--- src/lsa_pkg.sv ---
// Shared constants, bus layouts and helpers for the load/store lane aligner.
// Assumes a 32-bit big-endian word bus and a 32-bit Avalon-MM register port.
package lsa_pkg;
  // ----------------------------------------
  // Access lengths and lane constants
  // ----------------------------------------
  localparam logic [2:0] OPT_WORD = 3'h0;
  localparam logic [2:0] OPT_BYTE = 3'h1;
  localparam logic [2:0] OPT_HALF = 3'h2;
  localparam logic [1:0] BP_SET_VAL = 2'h3;
  localparam logic [1:0] LOW_ZERO = 2'h0;
  localparam logic [1:0] POS_LAST = 2'h3;
  localparam int BYTE_W = 8;
  localparam int HALF_W = 16;
  localparam logic [3:0] BE_MSB = 4'h8;
  localparam logic [3:0] BE_HI_HALF = 4'hC;
  localparam logic [3:0] BE_LO_HALF = 4'h3;
  localparam logic [3:0] BE_ALL = 4'hF;
  // ----------------------------------------
  // Register map (byte addresses)
  // ----------------------------------------
  localparam logic [4:0] REG_CTRL = 5'h00;
  localparam logic [4:0] REG_BPTR = 5'h04;
  localparam logic [4:0] REG_STAT = 5'h08;
  localparam logic [4:0] REG_CLR = 5'h0C;
  localparam logic [4:0] REG_IEN = 5'h10;
  localparam int EV_TRAP = 0;
  localparam int EV_LOAD = 1;
  localparam int NUM_EV = 2;
  // ----------------------------------------
  // Carriers
  // ----------------------------------------
  typedef struct packed {
    logic store;
    logic [31:0] addr;
    logic [2:0] access_length_option;
    logic sign;
    logic [31:0] src;
    logic imem;
    logic use_bp;
  } lsa_req_t;
  typedef struct packed {
    logic rd;
    logic wr;
    logic [31:0] addr;
    logic [3:0] be;
    logic [31:0] wdata;
  } lsa_mem_t;
  // Misalignment only exists for word and half-word lengths
  function automatic logic lsa_misaligned(input logic [2:0] access_length_option, input logic [1:0] a);
    lsa_misaligned = ((access_length_option == OPT_WORD) && (a != LOW_ZERO)) ||
                     ((access_length_option == OPT_HALF) && (a == POS_LAST));
  endfunction
endpackage

--- src/lsa_load_align.sv ---
// Load-side lane extractor: picks a byte or half-word and extends it.
// Assumes the word is already captured; purely combinational.
`timescale 1ns/1ps
`default_nettype none
module lsa_load_align
  import lsa_pkg::*;
(
  input wire logic [31:0] word,
  input wire logic [1:0] pos,
  input wire logic [2:0] access_length_option,
  input wire logic sign,
  output logic [31:0] result
);
  wire logic [7:0] byte_sel;
  wire logic [15:0] half_sel;
  wire logic [1:0] lane;
  assign lane = POS_LAST - pos;
  assign byte_sel = word[BYTE_W*lane +: BYTE_W];
  // Low position bit is ignored, forcing half-word boundaries
  assign half_sel = pos[1] ? word[HALF_W-1:0] : word[2*HALF_W-1:HALF_W];
  always_comb begin
    case (access_length_option)
      OPT_BYTE: result = sign ? {{24{byte_sel[7]}}, byte_sel} : {24'h000000, byte_sel};
      OPT_HALF: result = sign ? {{16{half_sel[15]}}, half_sel} : {16'h0000, half_sel};
      default: result = word;
    endcase
  end
endmodule
`default_nettype wire

--- src/lsa_store_lanes.sv ---
// Store-side lane generator: replicated data and lane write enables.
// Assumes position already chosen; the sign flag never reaches here.
`timescale 1ns/1ps
`default_nettype none
module lsa_store_lanes
  import lsa_pkg::*;
(
  input wire logic [31:0] src,
  input wire logic [1:0] pos,
  input wire logic [2:0] access_length_option,
  output logic [31:0] wdata,
  output logic [3:0] be
);
  always_comb begin
    case (access_length_option)
      OPT_BYTE: begin
        wdata = {4{src[BYTE_W-1:0]}};
        be = BE_MSB >> pos;
      end
      OPT_HALF: begin
        wdata = {2{src[HALF_W-1:0]}};
        be = pos[1] ? BE_LO_HALF : BE_HI_HALF;
      end
      default: begin
        wdata = src;
        be = BE_ALL;
      end
    endcase
  end
endmodule
`default_nettype wire

--- src/lsa_top.sv ---
// Load/store lane aligner with Avalon-MM control registers and interrupt.
// Assumes memory answers loads with MEM_RVALID/MEM_RDATA from outside this clock.
//
// Behaviour
// - Byte lane from two low address bits
// - Big-endian: 00 top byte, 11 bottom
// - Half-word uses bit one only
// - Position from byte pointer or address
// - Load extracts item right-justified
// - Sign flag clear: zero-fill upper bits
// - Sign flag set: copy item sign bit
// - Store replicates low item across word
// - Store enables only selected lanes
// - Sign flag leaves store lanes alone
// - Sign flag sets byte pointer to 11
// - Trap checking only with enable set
// - Word or half misalignment traps
// - Instruction address low bits always 00
//
// The placing of the registers and the Avalon-MM register port were chosen for this implementation.
`timescale 1ns/1ps
`default_nettype none
module lsa_top
  import lsa_pkg::*;
(
  input wire logic CLK,
  input wire logic SRST,
  input wire logic PIPE_REQ_VALID,
  input wire lsa_pkg::lsa_req_t PIPE_REQ,
  output logic PIPE_READY,
  output logic PIPE_LOAD_DONE,
  output logic [31:0] PIPE_LOAD_DATA,
  output logic PIPE_TRAP,
  input wire logic [29:0] PIPE_PC,
  output logic [31:0] IF_ADDR,
  output var lsa_pkg::lsa_mem_t MEM,
  input wire logic MEM_RVALID,
  input wire logic [31:0] MEM_RDATA,
  input wire logic [4:0] AVS_ADDRESS,
  input wire logic AVS_READ,
  input wire logic AVS_WRITE,
  input wire logic [31:0] AVS_WRITEDATA,
  input wire logic [3:0] AVS_BYTEENABLE,
  output logic [31:0] AVS_READDATA,
  output logic AVS_WAITREQUEST,
  output logic IRQ
);
  typedef enum logic {ST_IDLE, ST_LOAD} lsa_state_t;

  // ----------------------------------------
  // State
  // ----------------------------------------
  lsa_state_t state_q;
  logic ready_q, done_q, trap_q, ten_q, irq_q, wait_q;
  logic [31:0] ldata_q, if_q, rdata_q;
  lsa_mem_t mem_q;
  logic [1:0] bp_q, ld_pos_q;
  logic [2:0] ld_opt_q;
  logic ld_sign_q;
  logic [NUM_EV-1:0] stat_q, ien_q;
  logic rv_s1_q, rv_s2_q, rv_s3_q;
  logic [31:0] rd_s1_q, rd_s2_q;

  // ----------------------------------------
  // Request decode
  // ----------------------------------------
  wire logic acc, trap_hit, st_go, ld_go, bp_set, ld_fin;
  wire logic [1:0] pos;
  wire logic [31:0] st_wdata, ld_result;
  wire logic [3:0] st_be;
  assign acc = PIPE_REQ_VALID && ready_q;
  assign pos = PIPE_REQ.use_bp ? bp_q : PIPE_REQ.addr[1:0];
  // Trap check reads the address bits, never the byte pointer
  assign trap_hit = acc && ten_q && PIPE_REQ.imem &&
                    lsa_misaligned(PIPE_REQ.access_length_option, PIPE_REQ.addr[1:0]);
  assign st_go = acc && !trap_hit && PIPE_REQ.store;
  assign ld_go = acc && !trap_hit && !PIPE_REQ.store;
  assign bp_set = (st_go || ld_go) && PIPE_REQ.sign;
  // Only a fresh rise of the synchronised valid ends a load; a memory still
  // holding valid from the last load must not finish the next one early
  assign ld_fin = (state_q == ST_LOAD) && rv_s2_q && !rv_s3_q;

  // Sign flag deliberately not routed into the store path
  lsa_store_lanes u_store (
    .src(PIPE_REQ.src),
    .pos(pos),
    .access_length_option(PIPE_REQ.access_length_option),
    .wdata(st_wdata),
    .be(st_be)
  );

  lsa_load_align u_load (
    .word(rd_s2_q),
    .pos(ld_pos_q),
    .access_length_option(ld_opt_q),
    .sign(ld_sign_q),
    .result(ld_result)
  );

  // ----------------------------------------
  // Register bus decode
  // ----------------------------------------
  wire logic bus_wr, bus_rd, wr_ctrl, wr_bptr, wr_clr, wr_ien;
  wire logic [NUM_EV-1:0] ev, clr_mask, stat_d;
  wire logic [1:0] bp_d;
  wire logic [31:0] rd_mux;
  // Writes take effect only on the edge where waitrequest is seen low
  assign bus_wr = AVS_WRITE && !wait_q && AVS_BYTEENABLE[0];
  assign bus_rd = AVS_READ && wait_q;
  assign wr_ctrl = bus_wr && (AVS_ADDRESS == REG_CTRL);
  assign wr_bptr = bus_wr && (AVS_ADDRESS == REG_BPTR);
  assign wr_clr = bus_wr && (AVS_ADDRESS == REG_CLR);
  assign wr_ien = bus_wr && (AVS_ADDRESS == REG_IEN);
  assign ev = {ld_fin, trap_hit};
  assign clr_mask = wr_clr ? AVS_WRITEDATA[NUM_EV-1:0] : '0;
  // New event wins over a clear in the same cycle
  assign stat_d = (stat_q & ~clr_mask) | ev;
  // Hardware pointer set wins over a software write
  assign bp_d = bp_set ? BP_SET_VAL : (wr_bptr ? AVS_WRITEDATA[1:0] : bp_q);
  assign rd_mux = (AVS_ADDRESS == REG_CTRL) ? {31'h00000000, ten_q} :
                  (AVS_ADDRESS == REG_BPTR) ? {30'h00000000, bp_q} :
                  (AVS_ADDRESS == REG_STAT) ? {30'h00000000, stat_q} :
                  (AVS_ADDRESS == REG_IEN) ? {30'h00000000, ien_q} : 32'h00000000;

  // ----------------------------------------
  // Pin synchronisers
  // ----------------------------------------
  always_ff @(posedge CLK) begin
    rv_s1_q <= SRST ? 1'b0 : MEM_RVALID;
    rv_s2_q <= SRST ? 1'b0 : rv_s1_q;
    // Edge stage idles low like the pin, so reset brings no false edge
    rv_s3_q <= SRST ? 1'b0 : rv_s2_q;
    rd_s1_q <= MEM_RDATA;
    rd_s2_q <= rd_s1_q;
  end

  // ----------------------------------------
  // Access sequencing
  // ----------------------------------------
  always_ff @(posedge CLK) begin
    if (SRST) begin
      state_q <= ST_IDLE;
      ready_q <= 1'b1;
    end else begin
      case (state_q)
        ST_IDLE: begin
          if (ld_go) begin
            state_q <= ST_LOAD;
            ready_q <= 1'b0;
          end
        end
        ST_LOAD: begin
          if (ld_fin) begin
            state_q <= ST_IDLE;
            ready_q <= 1'b1;
          end
        end
        default: begin
          state_q <= ST_IDLE;
          ready_q <= 1'b1;
        end
      endcase
    end
  end

  always_ff @(posedge CLK) begin
    if (SRST) begin
      mem_q <= '0;
      trap_q <= 1'b0;
      done_q <= 1'b0;
      ldata_q <= 32'h00000000;
      ld_pos_q <= 2'h0;
      ld_opt_q <= OPT_WORD;
      ld_sign_q <= 1'b0;
    end else begin
      mem_q.rd <= ld_go;
      mem_q.wr <= st_go;
      trap_q <= trap_hit;
      done_q <= ld_fin;
      if (st_go || ld_go) begin
        // Word address only; lanes carry the byte position
        mem_q.addr <= {PIPE_REQ.addr[31:2], LOW_ZERO};
        mem_q.be <= ld_go ? BE_ALL : st_be;
        mem_q.wdata <= st_wdata;
      end
      if (ld_go) begin
        ld_pos_q <= pos;
        ld_opt_q <= PIPE_REQ.access_length_option;
        ld_sign_q <= PIPE_REQ.sign;
      end
      if (ld_fin) begin
        ldata_q <= ld_result;
      end
    end
  end

  // Instruction fetch address; jump targets arrive already word-truncated
  always_ff @(posedge CLK) begin
    if_q <= SRST ? 32'h00000000 : {PIPE_PC, LOW_ZERO};
  end

  // ----------------------------------------
  // Registers and interrupt
  // ----------------------------------------
  always_ff @(posedge CLK) begin
    if (SRST) begin
      ten_q <= 1'b0;
      bp_q <= 2'h0;
      stat_q <= '0;
      ien_q <= '0;
      irq_q <= 1'b0;
      wait_q <= 1'b1;
      rdata_q <= 32'h00000000;
    end else begin
      // One-cycle answer: waitrequest drops for a single edge per request
      wait_q <= !((AVS_READ || AVS_WRITE) && wait_q);
      if (bus_rd) begin
        rdata_q <= rd_mux;
      end
      if (wr_ctrl) begin
        ten_q <= AVS_WRITEDATA[0];
      end
      if (wr_ien) begin
        ien_q <= AVS_WRITEDATA[NUM_EV-1:0];
      end
      bp_q <= bp_d;
      stat_q <= stat_d;
      irq_q <= |(stat_q & ien_q);
    end
  end

  assign PIPE_READY = ready_q;
  assign PIPE_LOAD_DONE = done_q;
  assign PIPE_LOAD_DATA = ldata_q;
  assign PIPE_TRAP = trap_q;
  assign IF_ADDR = if_q;
  assign MEM = mem_q;
  assign AVS_READDATA = rdata_q;
  assign AVS_WAITREQUEST = wait_q;
  assign IRQ = irq_q;
endmodule
`default_nettype wire

--- config.mk ---
export PLATFORM = sky130hd
export DESIGN_NAME = lsa_top
export DESIGN_NICKNAME = d
export VERILOG_FILES = /design/src/lsa_pkg.sv /design/src/lsa_load_align.sv /design/src/lsa_store_lanes.sv /design/src/lsa_top.sv
export SDC_FILE = /design/constraint.sdc
export NUM_CORES = 1
export LEC_CHECK = 0
export CAP_MARGIN = 20
export CORE_UTILIZATION = 25
export DETAILED_ROUTE_END_ITERATION = 10
export DONT_BUFFER_PORTS = 1
export PLACE_DENSITY = 0.37
export SETUP_SLACK_MARGIN = 0.15
export SYNTH_ARGS = -nofsm -noshare
export SYNTH_HDL_FRONTEND = slang
export SYNTH_SLANG_ARGS = --single-unit
--- constraint.sdc ---
create_clock -name CLK -period 3.4 [get_ports CLK]
set_input_delay 0 -clock CLK [delete_from_list [all_inputs] [get_ports CLK]]
set_output_delay 0 -clock CLK [all_outputs]
set_load 0.01 [all_outputs]
==> impl_metrics.json <==
{
  "seqPwrFrac": 0.451,
  "synth_async_sr_flop_share": 0,
  "drc": 0,
  "grt_overflow": 0,
  "ant_nets": 0,
  "clock_latency_ps": 530,
  "boundaryPins": 351,
  "die_x_um": 179,
  "critPathTopFamily": "buffers and inverters",
  "netSwitchingPower_mw": 1.52,
  "finalNonFillerCells": 1362,
  "cts_made_buffers": 27,
  "synthCells": 756,
  "synth_seq_cells": 218,
  "max_stage_delay_ps": 580,
  "nets": 1127,
  "path_buf_inv": 2,
  "dp_hpwl_um": 14900,
  "clkPwrFrac": 0.455,
  "p_int_mw": 4.80,
  "yosysWarnings": 0,
  "rsz0062_at_grt": "no",
  "slew_headroom": 0.347,
  "via_count": 6081,
  "cts_tree": "yes",
  "worstPathCellList": "nand2_1 -> a21oi_4 -> buf_12 -> mux2i_1 -> nor2_1 -> dlygate4sd3_1",
  "fp.coreArea_sq_um": 30600,
  "io_buffers": 0,
  "worst_setup_path_end_kind": "register",
  "dp_cells": 1107,
  "grt_pass1_wl_um": 33900,
  "hp-class": "in -> reg",
  "leakage_nw": 4.40,
  "cpMaxStageDelayCell": "dlygate4sd3_1",
  "post-route-period-util": 0.746,
  "wl_per_cell_um": 16.8,
  "grt_max_degree": 121,
  "synth-edff-count": 0,
  "final_common_cell": "dfxtp_1",
  "worst_pin_slew_ps": 974,
  "cts_setup_buffers": 0,
  "path_class": "reg -> reg",
  "rows": 64,
  "hold_viol": 0,
  "clk_pin_slew_ps": 60,
  "tns_ps": 0,
  "start_kind": "register",
  "status": "complete, no violations",
  "drtPass1Iterations": 4,
  "hold_ws_ps": 24.4,
  "drt_iter0_drc": 259,
  "final_cell_mix": "dfxtp_1, dlygate4sd3_1, nor2_1",
  "synth_cell_types": 51,
  "wirelength_um": 22900,
  "crit_fanout": 44,
  "grt_pass1_vias": 6004,
  "irDropWorstVdd_v": 0.000375,
  "track_usage": 0.137,
  "synth_flop_cell": "dfxtp_1",
  "combPwrFrac": 0.094,
  "cap_violations": 0,
  "antenna_found_initial": 1,
  "area_growth_pct": 40.7,
  "cts-root-buf": "clkbuf_16",
  "swShare": 0.240,
  "worstPathRequired_ps": 3800,
  "fin_skew_ps": 23.1,
  "setup_viol": 0,
  "start_util": 0.255,
  "ctsLongestPathBuffers": 3,
  "die_y_um": 179,
  "vias_per_cell": 4.46,
  "final_max_slew_viol_count": 0,
  "synth.avg_cell_area_sq_um": 10.3,
  "htree_num_levels": 1,
  "fmax_mhz": 394,
  "fin_crit_ps": 2540,
  "gp_congestion": 0.695,
  "cp_data_arrival_time_ps": 2930,
  "p_per_area_nw_per_um2": 577,
  "dieArea_sq_um": 31900,
  "yosysSeqAreaShare": 0.560,
  "syn_area_sq_um": 7790,
  "clock_sinks": 218,
  "drive_gt1_frac": 0.0995
}
sequential cells by signal (all words and copies together) (netlist names), 2 cells and up:
| name | count |
|---|---|
| rd_s1_q | 32 |
| AVS_READDATA | 2 |
| ld_opt_q | 3 |
| bp_q | 2 |
| MEM | 68 |
| IF_ADDR | 30 |
| ien_q | 2 |
| rd_s2_q | 32 |
| ld_pos_q | 2 |
| stat_q | 2 |
| PIPE_LOAD_DATA | 32 |
power groups by stage:
stage               clock network [mW]  registers [mW]  logic (mW)
detailed placement                   0            2.91       0.355
global placement                     0            2.91       0.346
finish                            2.88            2.85       0.597
global route                      3.09            2.87       0.658
CTS                               2.98            2.85       0.595
floorplan                            0            2.85       0.363
through the flow:
step           total power [mW]  setup WS (ps)  instance area [sq um]   util
2_1_floorplan              3.22           1740                   7910      -
3_3_place_gp               3.25           1280                   7950  0.260
3_5_place_dp               3.26           1200                   7970  0.260
4_1_cts                    6.43            921                  11000  0.358
5_1_grt                    6.62            758                  11000  0.358
6_report                   6.32            862                  11000  0.358
logic make-up after synthesis:
logic type | after synthesis | share of synthesized area
AOI/OAI and AO/OA | 182 | 0.156
buffers and inverters | 89 | 0.0684
adders and majority gates | 1 | 0.00145
muxes | 68 | 0.0887
other | 1 | 0.000481
DFF | 218 | 0.560
xor gates and xnor gates | 1 | 0.00112
and+or+nand+nor | 196 | 0.123
metal layers:
metal,GRT usage,vias up,wire [um]
met1,0.164,2823,9520
li1,-,2944,-
met2,0.227,265,10800
met5,0,-,0
met4,0.0431,0,607
met3,0.0480,49,2040
synth_stat cells, drive strengths merged (2+ instances only):
| library cell | instances | area (sq um) |
|---|---|---|
| dfxtp | 218 | 4360 |
| nor2 | 94 | 353 |
| a21oi | 79 | 474 |
| mux2i | 60 | 601 |
| buf | 56 | 409 |
| nor2b | 43 | 269 |
| o21ai | 35 | 175 |
| a211oi | 33 | 253 |
| clkbuf | 28 | 105 |
| nand2 | 22 | 82.6 |
| a22oi | 9 | 67.6 |
| a221oi | 8 | 70.1 |
| mux2 | 8 | 90.1 |
| nand2b | 8 | 50.1 |
| o221a | 7 | 78.8 |
| nand3b | 6 | 45.0 |
| inv | 5 | 18.8 |
| nor3 | 5 | 25.0 |
| and2b | 2 | 15.0 |
| and3 | 2 | 12.5 |
| and3b | 2 | 17.5 |
| nor3b | 2 | 15.0 |
| o21a | 2 | 22.5 |
| o21bai | 2 | 15.0 |
| or2 | 2 | 12.5 |
| or4 | 2 | 15.0 |
path summary, 6_finish.rpt:
| check | startpoint | to | slack, ps | depth (start not counted) |
|---|---|---|---|---|
| setup / recovery | PIPE_READY | MEM[51] | 860 | 6 |
| hold / removal | MEM_RDATA[21] | rd_s1_q[21] | 20 | 1 |
| setup reg to reg | PIPE_READY | MEM[51] | 860 | 6 |
| hold reg to reg | rd_s1_q[14] | rd_s2_q[14] | 320 | 0 |
worst reg2reg max path: stages, from the launching register on:
cell and delay (ps):
dfxtp_1 520, nand2_1 180, a21oi_4 410, buf_12 320, mux2i_1 320, nor2_1 70, dlygate4sd3_1 580
layout make-up:
type | count | area [sq um]
Clock inverter | 11 | 139
Timing Repair Buffer | 213 | 2150
Sequential cell | 218 | 4360
Antenna cell | 1 | 2.50
Inverter | 5 | 18.8
Fill cell | 2999 | 19600
Tap cell | 396 | 495
Multi-Input combinational cell | 482 | 3020
Clock buffer | 36 | 759
repair_timing:
item / in CTS / in global routing
hold buffers: 207 / 0
gates resized for setup: 0 / 0
endpoints found under the hold margin: 154 / 0
No activity file was read; power rests on OpenSTA's default activity.
